==> config.mk <==
export PLATFORM = sky130hd
export DESIGN_NAME = arx_irq
export DESIGN_NICKNAME = d
export VERILOG_FILES = /design/src/arx_pkg.sv /design/src/arx_irq.sv /design/src/arx_evt.sv
export SDC_FILE = /design/constraint.sdc
export NUM_CORES = 1
export LEC_CHECK = 0
export BUFFER_PORTS_ARGS = -buffer_cell sky130_fd_sc_hd__buf_4
export CAP_MARGIN = 20
export CORE_MARGIN = 2
export CORE_UTILIZATION = 55
export CTS_BUF_LIST = sky130_fd_sc_hd__clkbuf_16
export DETAILED_ROUTE_END_ITERATION = 10
export PLACE_DENSITY = 0.82
export SYNTH_ARGS = -nofsm -noshare
export SYNTH_HDL_FRONTEND = slang
export SYNTH_HIERARCHICAL = 1
export SYNTH_SLANG_ARGS = --single-unit
==> constraint.sdc <==
create_clock -name sys_clk -period 2.4 [get_ports sys_clk]
set_clock_uncertainty 0.05 [all_clocks]
set_input_delay 0 -clock sys_clk [delete_from_list [all_inputs] [get_ports sys_clk]]
set_output_delay 0 -clock sys_clk [all_outputs]
set_load 0.05 [all_outputs]
==> src/arx_pkg.sv <==
package arx_pkg;
    // register indices; the byte address on the bus is four times the index
    localparam logic [5:0] IDX_RX_ERROR_ENABLE = 6'h0E;
    localparam logic [5:0] IDX_INTERRUPT_ENABLE = 6'h0F;
    localparam logic [5:0] IDX_INTERRUPT_TRIGGER_MODE = 6'h10;
    localparam logic [5:0] IDX_RX_CHANNEL_STATUS_SUMMARY = 6'h11;
    localparam logic [5:0] IDX_STREAM_FORMAT_DETECT = 6'h12;
    localparam logic [5:0] IDX_RX_ERROR_FLAGS = 6'h13;
    localparam logic [5:0] IDX_INTERRUPT_FLAGS = 6'h14;
    localparam logic [5:0] IDX_IRQ_CONTROL = 6'h31;

    localparam logic [7:0] RST_ENABLE = 8'h00;
    localparam logic [7:0] RST_MODE = 8'h00;
    localparam logic [7:0] RST_CONTROL = 8'h00;

    // rx error flag positions
    localparam int ERR_ACTIVITY = 7;
    localparam int ERR_SUBCODE_CRC = 6;
    localparam int ERR_CHAN_CRC = 5;
    localparam int ERR_LOCK_LOSS = 4;
    localparam int ERR_VALIDITY = 3;
    localparam int ERR_CONFIDENCE = 2;
    localparam int ERR_BIPHASE = 1;
    localparam int ERR_PARITY = 0;
    // errors that may touch the audio sample
    localparam logic [7:0] ERR_SAMPLE_MASK = 8'h1F;

    // interrupt flag positions
    localparam int INT_BURST_TYPE_CHANGE = 7;
    localparam int INT_OUTPUT_SLIP = 6;
    localparam int INT_CBUF_DONE = 5;
    localparam int INT_CHAN_STATUS_CHANGE = 4;
    localparam int INT_RX_ERROR = 3;
    localparam int INT_SUBCODE_READY = 2;
    localparam int INT_FORMAT_CHANGE = 1;
    localparam int INT_CONVERTER_LOCK = 0;

    // mode field positions and the irq control fields
    localparam int MODE_RX_ERR_LSB = 2;
    localparam int MODE_CONV_LSB = 0;
    localparam int CTRL_CHAN_SEL = 0;
    localparam int CTRL_POL_LSB = 1;

    typedef enum logic [1:0] {
        ARX_TRIG_RISE = 2'b00,
        ARX_TRIG_FALL = 2'b01,
        ARX_TRIG_LEVEL = 2'b10,
        ARX_TRIG_RSVD = 2'b11
    } arx_trig_t;

    // polarity code that makes the interrupt output active low
    localparam logic [1:0] POL_ACTIVE_LOW = 2'b01;

    localparam int SILENCE_RUN = 2047;
    localparam int SAMPLE_W = 24;
    localparam logic [7:0] CATEGORY_GENERAL = 8'h00;
    localparam logic [3:0] AUX_NONE = 4'h0;
    localparam logic [3:0] AUX_FOUR = 4'h4;
endpackage

==> src/arx_irq.sv <==
`timescale 1ns/100ps
module arx_irq #(
    parameter int ADR_W = 8
) (
    // clock and reset
    input wire logic sys_clk,
    input wire logic rstn,
    // wishbone slave
    input wire logic wb_cyc_i,
    input wire logic wb_stb_i,
    input wire logic wb_we_i,
    input wire logic [ADR_W-1:0] wb_adr_i,
    input wire logic [3:0] wb_sel_i,
    input wire logic [31:0] wb_dat_i,
    output logic [31:0] wb_dat_o,
    output logic wb_ack_o,
    // receiver error sources and their update ticks
    input wire logic subframe_tick,
    input wire logic cs_block_tick,
    input wire logic subcode_block_tick,
    input wire logic [7:0] rx_error_src,
    input wire logic rx_in_use,
    // channel status bits, bit n of the block at index n
    input wire logic [39:0] cs_chan_a,
    input wire logic [39:0] cs_chan_b,
    // stream analysis
    input wire logic sample_strobe,
    input wire logic [arx_pkg::SAMPLE_W-1:0] sample_left,
    input wire logic [arx_pkg::SAMPLE_W-1:0] sample_right,
    input wire logic pcm_detect,
    input wire logic burst_detect,
    input wire logic surround_disc_stream,
    input wire logic surround_cd_stream,
    input wire logic high_def_cd_stream,
    input wire logic burst_type_strobe,
    input wire logic [7:0] burst_type_byte,
    // other interrupt sources
    input wire logic output_slip,
    input wire logic out_port_slave,
    input wire logic out_port_async,
    input wire logic cbuf_transfer_done,
    input wire logic subcode_ready,
    input wire logic converter_lock_lost,
    // outputs
    output logic audio_error_hold,
    output logic irq_out
);
    localparam int SAMPLE_W_T = arx_pkg::SAMPLE_W;

    logic [7:0] err_en_q;
    logic [7:0] int_en_q;
    logic [7:0] mode_q;
    logic [7:0] ctrl_q;
    logic [7:0] err_src_q;
    logic [7:0] err_flags_q;
    logic [7:0] int_flags_q;
    logic [7:0] fmt_q;
    logic [7:0] fmt_prev_q;
    logic [79:0] cs_prev_q;
    logic [7:0] burst_prev_q;
    logic [SAMPLE_W_T-1:0] left_prev_q;
    logic [SAMPLE_W_T-1:0] right_prev_q;
    logic [10:0] run_cnt_q;
    logic silence_q;
    logic cs_change_q;
    logic burst_change_q;
    logic ack_q;
    logic [31:0] dat_q;
    logic irq_q;

    logic [5:0] idx;
    logic req_new;
    logic wr_take;
    logic rd_take;
    logic [7:0] int_src;
    logic [7:0] int_evt;
    logic [7:0] summary;
    logic [7:0] fmt_d;
    logic [39:0] cs_sel;
    logic [7:0] read_val;

    assign idx = wb_adr_i[7:2];
    assign req_new = wb_cyc_i & wb_stb_i & ~ack_q;
    // writes act on the edge at which the master sees ack
    assign wr_take = wb_cyc_i & wb_stb_i & ack_q & wb_we_i & wb_sel_i[0];
    // read-clear happens at capture, so no event between capture and ack is lost
    assign rd_take = req_new & ~wb_we_i;

    // bus slave: one wait state, answer in the cycle after the request
    always_ff @(posedge sys_clk) begin
        if (!rstn) begin
            ack_q <= 1'b0;
            dat_q <= 32'h0000_0000;
        end else begin
            ack_q <= req_new;
            if (rd_take) begin
                dat_q <= {24'h00_0000, read_val};
            end
        end
    end
    assign wb_ack_o = ack_q;
    assign wb_dat_o = dat_q;

    always_comb begin
        unique case (idx)
            arx_pkg::IDX_RX_ERROR_ENABLE: read_val = err_en_q;
            arx_pkg::IDX_INTERRUPT_ENABLE: read_val = int_en_q;
            arx_pkg::IDX_INTERRUPT_TRIGGER_MODE: read_val = {4'h0, mode_q[3:0]};
            arx_pkg::IDX_RX_CHANNEL_STATUS_SUMMARY: read_val = summary;
            arx_pkg::IDX_STREAM_FORMAT_DETECT: read_val = fmt_q;
            arx_pkg::IDX_RX_ERROR_FLAGS: read_val = err_flags_q;
            arx_pkg::IDX_INTERRUPT_FLAGS: read_val = int_flags_q;
            arx_pkg::IDX_IRQ_CONTROL: read_val = {5'h00, ctrl_q[2:0]};
            default: read_val = 8'h00;
        endcase
    end

    // software registers
    always_ff @(posedge sys_clk) begin
        if (!rstn) begin
            err_en_q <= arx_pkg::RST_ENABLE;
            int_en_q <= arx_pkg::RST_ENABLE;
            mode_q <= arx_pkg::RST_MODE;
            ctrl_q <= arx_pkg::RST_CONTROL;
        end else if (wr_take) begin
            unique case (idx)
                arx_pkg::IDX_RX_ERROR_ENABLE: err_en_q <= wb_dat_i[7:0];
                arx_pkg::IDX_INTERRUPT_ENABLE: int_en_q <= wb_dat_i[7:0];
                arx_pkg::IDX_INTERRUPT_TRIGGER_MODE: mode_q <= {4'h0, wb_dat_i[3:0]};
                arx_pkg::IDX_IRQ_CONTROL: ctrl_q <= {5'h00, wb_dat_i[2:0]};
                default: ;
            endcase
        end
    end

    // receiver error sources sampled on their own boundaries
    always_ff @(posedge sys_clk) begin
        if (!rstn) begin
            err_src_q <= 8'h00;
        end else begin
            if (subcode_block_tick) begin
                err_src_q[arx_pkg::ERR_SUBCODE_CRC] <= rx_error_src[arx_pkg::ERR_SUBCODE_CRC];
            end
            if (cs_block_tick) begin
                // crc is only meaningful for professional blocks
                err_src_q[arx_pkg::ERR_CHAN_CRC] <= rx_error_src[arx_pkg::ERR_CHAN_CRC] & cs_sel[0];
                err_src_q[arx_pkg::ERR_LOCK_LOSS] <= rx_error_src[arx_pkg::ERR_LOCK_LOSS];
            end
            if (subframe_tick) begin
                err_src_q[arx_pkg::ERR_ACTIVITY] <= rx_error_src[arx_pkg::ERR_ACTIVITY];
                err_src_q[3:0] <= rx_error_src[3:0];
            end
        end
    end

    // sticky error flags: set wins over read-clear, a live source re-sets at once
    always_ff @(posedge sys_clk) begin
        if (!rstn) begin
            err_flags_q <= 8'h00;
        end else begin
            err_flags_q <= ((err_flags_q & ~{8{rd_take && idx == arx_pkg::IDX_RX_ERROR_FLAGS}})
                | err_src_q) & err_en_q;
        end
    end

    // hold policy itself lives downstream; this only says which errors count
    assign audio_error_hold = |(err_src_q & err_en_q & arx_pkg::ERR_SAMPLE_MASK);

    // channel status summary
    assign cs_sel = ctrl_q[arx_pkg::CTRL_CHAN_SEL] ? cs_chan_b : cs_chan_a;

    always_comb begin
        logic pro;
        logic emphasis_flag_ind;
        logic copy_bit;
        logic original_flag_bit;
        logic [3:0] aux;
        pro = cs_sel[0];
        emphasis_flag_ind = pro ? (cs_sel[4:2] == 3'b011) : cs_sel[3];
        aux = (pro && cs_sel[18:16] == 3'b001) ? arx_pkg::AUX_FOUR : arx_pkg::AUX_NONE;
        copy_bit = (cs_sel[15:8] == arx_pkg::CATEGORY_GENERAL) ? 1'b0 : cs_sel[2];
        original_flag_bit = cs_sel[15];
        if (pro || !rx_in_use) begin
            copy_bit = 1'b1;
            original_flag_bit = 1'b1;
        end
        summary = {aux, pro, copy_bit, original_flag_bit, ~emphasis_flag_ind};
    end

    // digital silence: run of identical samples, saturating
    always_ff @(posedge sys_clk) begin
        if (!rstn) begin
            left_prev_q <= '0;
            right_prev_q <= '0;
            run_cnt_q <= 11'h000;
            silence_q <= 1'b0;
        end else if (sample_strobe) begin
            left_prev_q <= sample_left;
            right_prev_q <= sample_right;
            if (sample_left == left_prev_q && sample_right == right_prev_q) begin
                if (run_cnt_q != 11'(arx_pkg::SILENCE_RUN)) begin
                    run_cnt_q <= run_cnt_q + 11'h001;
                end
                silence_q <= (run_cnt_q + 11'h001) >= 11'(arx_pkg::SILENCE_RUN)
                    || run_cnt_q == 11'(arx_pkg::SILENCE_RUN);
            end else begin
                run_cnt_q <= 11'h001;
                silence_q <= 1'b0;
            end
        end
    end

    // format flags, the stream types in bits 7 to 4 in a fixed priority so at most one of them is set; bit 3 is independent
    always_comb begin
        fmt_d = 8'h00;
        fmt_d[6] = burst_detect;
        fmt_d[5] = surround_disc_stream & ~burst_detect;
        fmt_d[4] = surround_cd_stream & ~burst_detect & ~surround_disc_stream;
        fmt_d[7] = pcm_detect & ~burst_detect & ~surround_disc_stream & ~surround_cd_stream;
        fmt_d[3] = high_def_cd_stream;
        fmt_d[2] = silence_q;
    end

    always_ff @(posedge sys_clk) begin
        if (!rstn) begin
            fmt_q <= 8'h00;
            fmt_prev_q <= 8'h00;
        end else begin
            fmt_q <= fmt_d;
            fmt_prev_q <= fmt_q;
        end
    end

    // channel status and burst type comparison
    always_ff @(posedge sys_clk) begin
        if (!rstn) begin
            cs_prev_q <= 80'h0;
            cs_change_q <= 1'b0;
            burst_prev_q <= 8'h00;
            burst_change_q <= 1'b0;
        end else begin
            cs_change_q <= 1'b0;
            burst_change_q <= 1'b0;
            if (cs_block_tick) begin
                cs_prev_q <= {cs_chan_b, cs_chan_a};
                cs_change_q <= {cs_chan_b, cs_chan_a} != cs_prev_q;
            end
            if (burst_type_strobe) begin
                burst_prev_q <= burst_type_byte;
                burst_change_q <= burst_type_byte != burst_prev_q;
            end
        end
    end

    // interrupt conditions; only the receiver error and converter sources see a mode
    always_comb begin
        int_src = 8'h00;
        int_src[arx_pkg::INT_BURST_TYPE_CHANGE] = burst_change_q | (fmt_q[6] & ~fmt_prev_q[6]);
        int_src[arx_pkg::INT_OUTPUT_SLIP] = output_slip & out_port_slave & out_port_async;
        int_src[arx_pkg::INT_CBUF_DONE] = cbuf_transfer_done;
        int_src[arx_pkg::INT_CHAN_STATUS_CHANGE] = cs_change_q;
        int_src[arx_pkg::INT_RX_ERROR] = |err_flags_q;
        int_src[arx_pkg::INT_SUBCODE_READY] = subcode_ready;
        int_src[arx_pkg::INT_FORMAT_CHANGE] = |({fmt_q[7:4], fmt_q[2]} & ~{fmt_prev_q[7:4], fmt_prev_q[2]});
        int_src[arx_pkg::INT_CONVERTER_LOCK] = converter_lock_lost;
    end

    for (genvar i = 0; i < 8; i++) begin : g_evt
        arx_pkg::arx_trig_t m;
        if (i == arx_pkg::INT_RX_ERROR) begin : g_rx_error_summary
            assign m = arx_pkg::arx_trig_t'(mode_q[arx_pkg::MODE_RX_ERR_LSB +: 2]);
        end else if (i == arx_pkg::INT_CONVERTER_LOCK) begin : g_conv
            assign m = arx_pkg::arx_trig_t'(mode_q[arx_pkg::MODE_CONV_LSB +: 2]);
        end else begin : g_fixed
            assign m = arx_pkg::ARX_TRIG_RISE;
        end
        arx_evt u_evt (
            .sys_clk(sys_clk),
            .rstn(rstn),
            .cond(int_src[i]),
            .mode(m),
            .evt(int_evt[i])
        );
    end

    // level sources keep their flag because the level event re-sets it over a clear
    always_ff @(posedge sys_clk) begin
        if (!rstn) begin
            int_flags_q <= 8'h00;
        end else begin
            int_flags_q <= ((int_flags_q & ~{8{rd_take && idx == arx_pkg::IDX_INTERRUPT_FLAGS}})
                | int_evt) & int_en_q;
        end
    end

    always_ff @(posedge sys_clk) begin
        if (!rstn) begin
            irq_q <= 1'b0;
        end else begin
            irq_q <= (|int_flags_q) ^ (ctrl_q[arx_pkg::CTRL_POL_LSB +: 2] == arx_pkg::POL_ACTIVE_LOW);
        end
    end
    assign irq_out = irq_q;

    a_ack_single: assert property (@(posedge sys_clk) disable iff (!rstn)
        wb_ack_o |=> !wb_ack_o) else $error("ack held longer than one cycle");
    a_ack_latency: assert property (@(posedge sys_clk) disable iff (!rstn)
        (wb_cyc_i && wb_stb_i && !wb_ack_o) |=> wb_ack_o) else $error("ack not one cycle after request");
    a_enables_reset: assert property (@(posedge sys_clk)
        !rstn |=> (err_en_q == 8'h00 && int_en_q == 8'h00)) else $error("enables not cleared by reset");
    a_err_masked_zero: assert property (@(posedge sys_clk) disable iff (!rstn)
        ##1 (err_flags_q & ~$past(err_en_q)) == 8'h00) else $error("disabled error flag is set");
    a_int_masked_zero: assert property (@(posedge sys_clk) disable iff (!rstn)
        ##1 (int_flags_q & ~$past(int_en_q)) == 8'h00) else $error("masked interrupt flag is set");
    a_fall_mode_fires: assert property (@(posedge sys_clk) disable iff (!rstn)
        (int_en_q[0] && mode_q[1:0] == 2'b01 && $fell(converter_lock_lost)) |=> int_flags_q[0])
        else $error("falling mode did not flag on removal");
    a_rise_mode_quiet: assert property (@(posedge sys_clk) disable iff (!rstn)
        (int_flags_q[2] == 1'b0 && !subcode_ready) |=> !int_flags_q[2]) else $error("flag set without event");
    a_silence_count: assert property (@(posedge sys_clk) disable iff (!rstn)
        silence_q |-> run_cnt_q == 11'h7FF) else $error("silence flagged before full run");
    a_format_onehot: assert property (@(posedge sys_clk) disable iff (!rstn)
        $onehot0({fmt_q[7:4]})) else $error("stream flags not exclusive");
    a_irq_shape: assert property (@(posedge sys_clk) disable iff (!rstn)
        ##1 irq_out == ($past(|int_flags_q) ^ ($past(ctrl_q[2:1]) == 2'b01))) else $error("irq output mismatch");
    a_copy_pro: assert property (@(posedge sys_clk) disable iff (!rstn)
        (cs_sel[0] || !rx_in_use) |-> (summary[2] && summary[1])) else $error("copy or original not forced");
    a_sample_hold: assert property (@(posedge sys_clk) disable iff (!rstn)
        ((err_src_q & err_en_q & 8'h1F) == 8'h00) |-> !audio_error_hold) else $error("crc or activity held audio");
    a_slip_gate: assert property (@(posedge sys_clk) disable iff (!rstn)
        (output_slip && out_port_slave && out_port_async && int_en_q[6]) |=> ##1 int_flags_q[6])
        else $error("slip not flagged");

    c_read_clear: cover property (@(posedge sys_clk) disable iff (!rstn)
        rd_take && idx == arx_pkg::IDX_INTERRUPT_FLAGS && int_flags_q != 8'h00);
    c_level_persist: cover property (@(posedge sys_clk) disable iff (!rstn)
        mode_q[3:2] == 2'b10 && int_flags_q[3] ##1 int_flags_q[3]);
    c_silence: cover property (@(posedge sys_clk) disable iff (!rstn) $rose(silence_q));
endmodule // arx_irq

==> src/arx_evt.sv <==
`timescale 1ns/100ps
// turns a condition into an event according to the trigger mode
module arx_evt (
    // clock and reset
    input wire logic sys_clk,
    input wire logic rstn,
    // condition and mode
    input wire logic cond,
    input wire arx_pkg::arx_trig_t mode,
    // event
    output logic evt
);
    logic cond_q;

    always_ff @(posedge sys_clk) begin
        if (!rstn) begin
            cond_q <= 1'b0;
        end else begin
            cond_q <= cond;
        end
    end

    always_comb begin
        unique case (mode)
            arx_pkg::ARX_TRIG_RISE: evt = cond & ~cond_q;
            arx_pkg::ARX_TRIG_FALL: evt = ~cond & cond_q;
            arx_pkg::ARX_TRIG_LEVEL: evt = cond;
            arx_pkg::ARX_TRIG_RSVD: evt = 1'b0;
        endcase
    end
endmodule // arx_evt

# Word-level counts from Yosys, hierarchy flattened
# Cells that the tools add are included.
# word_totals
register_bits	231
latchBits	0
ram_bits	0
romBits	0
inputBits	210
wordCells	146
memories	0
# op_classes
n_addsub	1
multipliers	0
div_mod_pow	0
order_cmp	1
eq_ne	24
shift	0
n_mux	12
n_bitwise	56
reduce_logical	21
# op_table
operator	n
$ne 80x80->1	1
$pmux 8 s8	1
$eq 24x24->1	2
$and 8x8->8	4
$eq 6x5->1 const B	5
$and 1x1->1	26
$mux 11	2
$mux 19	1
$not 1->1	17
$not 8->8	2
$or 8x8->8	2
$reduce_or 8->1	2
$reduce_and 2->1	7
$eq 6x4->1 const B	2
$add 11x1->11 const B	1
$eq 11x11->1 const B	1
$ge 11x11->1 const B	1
$ne 11x11->1 const B	1
$and 5x5->5	2
$reduce_or 5->1	2
$eq 2x2->1 const B	4
$logic_not 8->1	1
$ne 8x8->1	1
$pmux 1 s4	2
other kinds (14)	25

# Logic depth before layout (Yosys ltp)
# depth
ltp_word	8
depth_mapped	8

# Hierarchy
# Netlist, hierarchy kept.
# modules_own_cells
mod	n_inst	cells_per_inst	area_each_um2	seq_area_each_um2
arx_irq	1	1086	10576.4	4364.2
arx_evt	8	6	52.6	20.0

# Worst setup path before layout
# No wires, ideal clock.
# synth_path
kind	reg-to-reg
startpoint	register run_cnt_q[0]
endpoint	register run_cnt_q[9]
setup_ns	0.058
t_arrival_ns	1.848
path_slack_ns	0.444
path_stages_with_launch	9
path_cell_list	dfxtp_1 ha_1 nand3_1 or3_1 clkbuf_1 nand3_1 or4_1 a21oi_1 o21a_1
# synth_via
elab_chain_cells	3
# synth_rtl
element	line	source
from (decl)	arx_irq.sv:63	logic [10:0] run_cnt_q;
from (signal assigned)	arx_irq.sv:202	run_cnt_q <= run_cnt_q + 11'h001;
$add 11x1->11 / $ne 11x11->1 (equally long branches)	arx_irq.sv:202, arx_irq.sv:201	
$mux 11 / $ne 2x1->1 (equally long branches)	n/a	
$mux 11 / $reduce_and 2->1 (equally long branches)	n/a	
# Parallel ways exist; a longest one is shown, timed or not. The select of a mux whose other input is x is not followed.
# A chain may end at the register's enable or synchronous reset.

# Worst setup path in the final report
# layout_path
startpoint	input cs_chan_a[8]
endpoint	register dat_q[2] (netlist: wb_dat_o[2])
# layout_via
elab_chain_cells	5
# layout_rtl
element	line	source
from (decl)	arx_irq.sv:24	input wire logic [39:0] cs_chan_a,
$mux 19	arx_irq.sv:170	assign cs_sel = ctrl_q[arx_pkg::CTRL_CHAN_SEL] ? cs_chan_b : cs_chan_a;
$logic_not 8->1	arx_irq.sv:181	copy_bit = (cs_sel[15:8] == arx_pkg::CATEGORY_GENERAL) ? 1'b0 : cs_sel[2];
$mux 1	arx_irq.sv:181	
$mux 1	arx_irq.sv:183	if (pro || !rx_in_use) begin
$pmux 8 s8	arx_irq.sv:105	unique case (idx)
to (signal assigned)	arx_irq.sv:97	dat_q <= {24'h00_0000, read_val};
to (decl)	arx_irq.sv:68	logic [31:0] dat_q;
# No other way between the ends.

==> results.json <==
{
  "wl_per_cell_um": 18.58,
  "grt_pass1_vias": 10425,
  "pwr-share-clk_pct": 38.5,
  "required_ns": 2.76,
  "critPathKind": "in -> reg",
  "endpoint": "wb_dat_o[2]",
  "antenna_found_initial": 4,
  "routed-via-count": 9899,
  "netlist_top_cells_count": "226 x dfxtp_1, 177 x nor2b_1, 172 x mux2i_1, 80 x xnor2_1, 57 x xor2_1",
  "synth_cells": 1134,
  "grt_overflow": 0,
  "viasPerCell": 5.496,
  "synth_top_family_by_area": "simple AND/OR/NAND/NOR gates",
  "r2r_slack_ns": 0.23,
  "ff_latch_area_um2": 4526,
  "power.density_nw_per_um2": 591.5,
  "synth-compound-area-share_pct": 6.724,
  "ys.flop_type": "dfxtp_1",
  "synth_top_area_share_pct": 41.14,
  "ys_warn_count": 6,
  "drive_gt1_share_pct": 16.12,
  "post-dp-hpwl_mm": 18.06,
  "ioPinCount": 245,
  "synthTopCellsByArea": "dfxtp_1 41%, mux2i_1 16%, nor2b_1 10%, xnor2_1 6.4%, xor2_1 4.5%",
  "swShare_pct": 25.92,
  "slew_headroom_pct": 52.59,
  "yosys.area_share.xor_xnor_pct": 10.91,
  "muxShareOfSynthArea_pct": 15.96,
  "htreeDepth": 1,
  "die_h_um": 145.4,
  "wirelength_mm": 33.47,
  "place_area_um2": 12630,
  "synth_simple_gate_area_share_pct": 20.84,
  "synth_most_common_cell": "dfxtp_1",
  "rsz0062_at_grt": "false",
  "syn_area_per_cell_um2": 9.697,
  "p_leak_uw": 0.006356,
  "yosysUniqueCellTypes": 62,
  "synth_fa_ha_area_share_pct": 0.2276,
  "fin_setup_tns_ns": 0,
  "cts_buffer_depth": 3,
  "drc_errors": 0,
  "r2r_end": "run_cnt_q[8]",
  "final_antenna_net_count": 0,
  "finalInstanceArea_um2": 15280,
  "routabilityCongestion": 0.8540,
  "fp-row-count": 51,
  "finalNetCount": 1730,
  "first_iter_violations": 610,
  "max-cap-violations": 0,
  "clk_latency_ns": 0.52,
  "status": "finished clean",
  "crit_start": "cs_chan_a[8]",
  "setup_viol": 0,
  "n_fill_cell": 1151,
  "io_buffers": 191,
  "core_area_um2": 19530,
  "synth_async_sr_flop_share_pct": 0,
  "ir_drop_mv": 0.5224,
  "intPower_uw": 6696,
  "reg2regPathDepth": 6,
  "ys_seq_elements": 226,
  "comb_power_share_pct": 16.6,
  "fin_hold_ws_ns": 0.04531,
  "drv_slew": 0,
  "pwr-share-seq_pct": 44.8,
  "cts_tree": "done",
  "cp-start-kind": "input pin",
  "critPathMaxFanout": 3,
  "cts-root-buf": "clkbuf_16",
  "seq_area_frac_synth_pct": 41.14,
  "cp.arrival_ns": 2.67,
  "clk_transition_reported_paths_ns": 0.06,
  "min_path_type": "in -> reg",
  "cts_setup_buffers": 0,
  "multi_input_area_um2": 6203,
  "dr.pass1.iters": 6,
  "grt_pass1_wl_mm": 52.70,
  "areaGrowthSynthToFinish_pct": 38.95,
  "worst_slew_pin_slew_ns": 0.7112,
  "fin_crit_sh_pct": 96.45,
  "die_w_um": 145.4,
  "power.switching_uw": 2343,
  "netlist_area_um2": 11000,
  "clock_sinks": 226,
  "grt_max_degree": 170,
  "r2r-start": "run_cnt_q[0]",
  "synth_edf_count": 0,
  "grtUsageTotal_pct": 30.32,
  "fmax_mhz": 432.0,
  "cts-buffers-inserted": 25,
  "period_needed_ns": 2.315,
  "initial_core_util_pct": 56.32,
  "dieArea_um2": 21140,
  "hold_viol": 0,
  "synth_top_area_cell": "dfxtp_1",
  "critPathCaptureType": "flip-flop"
}
-- per-layer routing --
layer | track usage [%] | vias up | wire length, um
met4 | 14.66 | 0 | 1665
met1 | 33.29 | 4633 | 12550
li1 | - | 4618 | -
met5 | 0 | - | 0
met2 | 55.57 | 501 | 16920
met3 | 6.395 | 147 | 2336
-- layout make-up --
type / instances / share of cell area [%]
inverter: 14 / 0.3439
timing repair buffer: 390 / 22.44
clock buffer: 25 / 4.094
antenna: 4 / 0.06551
clock inverter: 16 / 0.6715
multi-input combinational: 861 / 40.60
sequential: 226 / 29.62
tap: 265 / 2.170
-- power groups by stage --
stage	combinational [uW]	sequential [uW]	clock [uW]
after floorplan	733	4110	0
final	1500	4050	3480
after global routing	1600	4060	3670
after CTS	1410	4030	3520
after detailed placement	1150	4110	0
after global placement	1120	4100	0
-- cells in the final DEF (no fill, tap or decap), drive strengths merged, types with 46 or more instances in the layout --
cell	n
buf	200
dlygate4sd3	190
conb	48
mux2i	172
nand2	46
xnor2	80
xor2	57
nor2b	177
dfxtp	226
-- worst min path at each step --
| stage | end | cells past startpoint | startpoint |
|---|---|---|---|
| 5_1_grt | run_cnt_q[8] | 3 | sample_strobe |
| 3_5_place_dp | fmt_q[7] | 2 | surround_cd_stream |
| 2_1_floorplan | fmt_q[7] | 1 | surround_disc_stream |
| 4_1_cts | run_cnt_q[8] | 3 | sample_strobe |
| 6_report | ctrl_q[2] | 3 | rstn |
| 3_3_place_gp | fmt_q[7] | 2 | surround_cd_stream |
-- flip-flops by register name, indices dropped and copies added, names as in the netlist, 3 cells and up --
name                flops
err_flags_q             8
cs_prev_q              80
fmt_prev_q              5
right_prev_q           24
fmt_q                   6
left_prev_q            24
ctrl_q                  3
g_evt.u_evt/cond_q      8
run_cnt_q              11
int_en_q                8
err_src_q               8
wb_dat_o                8
err_en_q                8
int_flags_q             8
burst_prev_q            8
mode_q                  4
-- kinds of logic after synthesis --
logic type / Yosys count
multiplexers: 175
AO/OA/AOI/OAI: 112
adder cells (fa/ha/maj): 2
buffers and inverters: 94
other: 1
flip-flops: 226
AND/OR/NAND/NOR: 387
XOR/XNOR: 137
-- timing repair --
action,4_1_cts,5_1_grt
endpoints found under the hold margin,190,0
hold buffers,190,0
gates resized for setup,0,2
setup endpoints to repair,0,1
-- worst max-delay path, stage by stage --
cell and delay (ns):
dlygate4sd3_1 0.55, buf_4 0.16, nor4_1 0.42, a211oi_1 0.15, a31oi_1 0.30, a31oi_1 0.15, nor3_1 0.29, a311oi_1 0.07
dlygate4sd3_1 0.57
-- metrics by stage --
step / util [%] / setup WS (ns) / std cells / power [uW]
2_1_floorplan: - / 0.4443 / 1181 / 4843
3_3_place_gp: 64.69 / 0.3364 / 1566 / 5227
3_5_place_dp: 64.69 / 0.2892 / 1566 / 5258
4_1_cts: 78.16 / 0.1307 / 1797 / 8961
5_1_grt: 78.25 / 0.01198 / 1801 / 9328
6_report: 78.25 / 0.08523 / 1801 / 9039
Note: power is estimated with default switching activity, not from simulation.
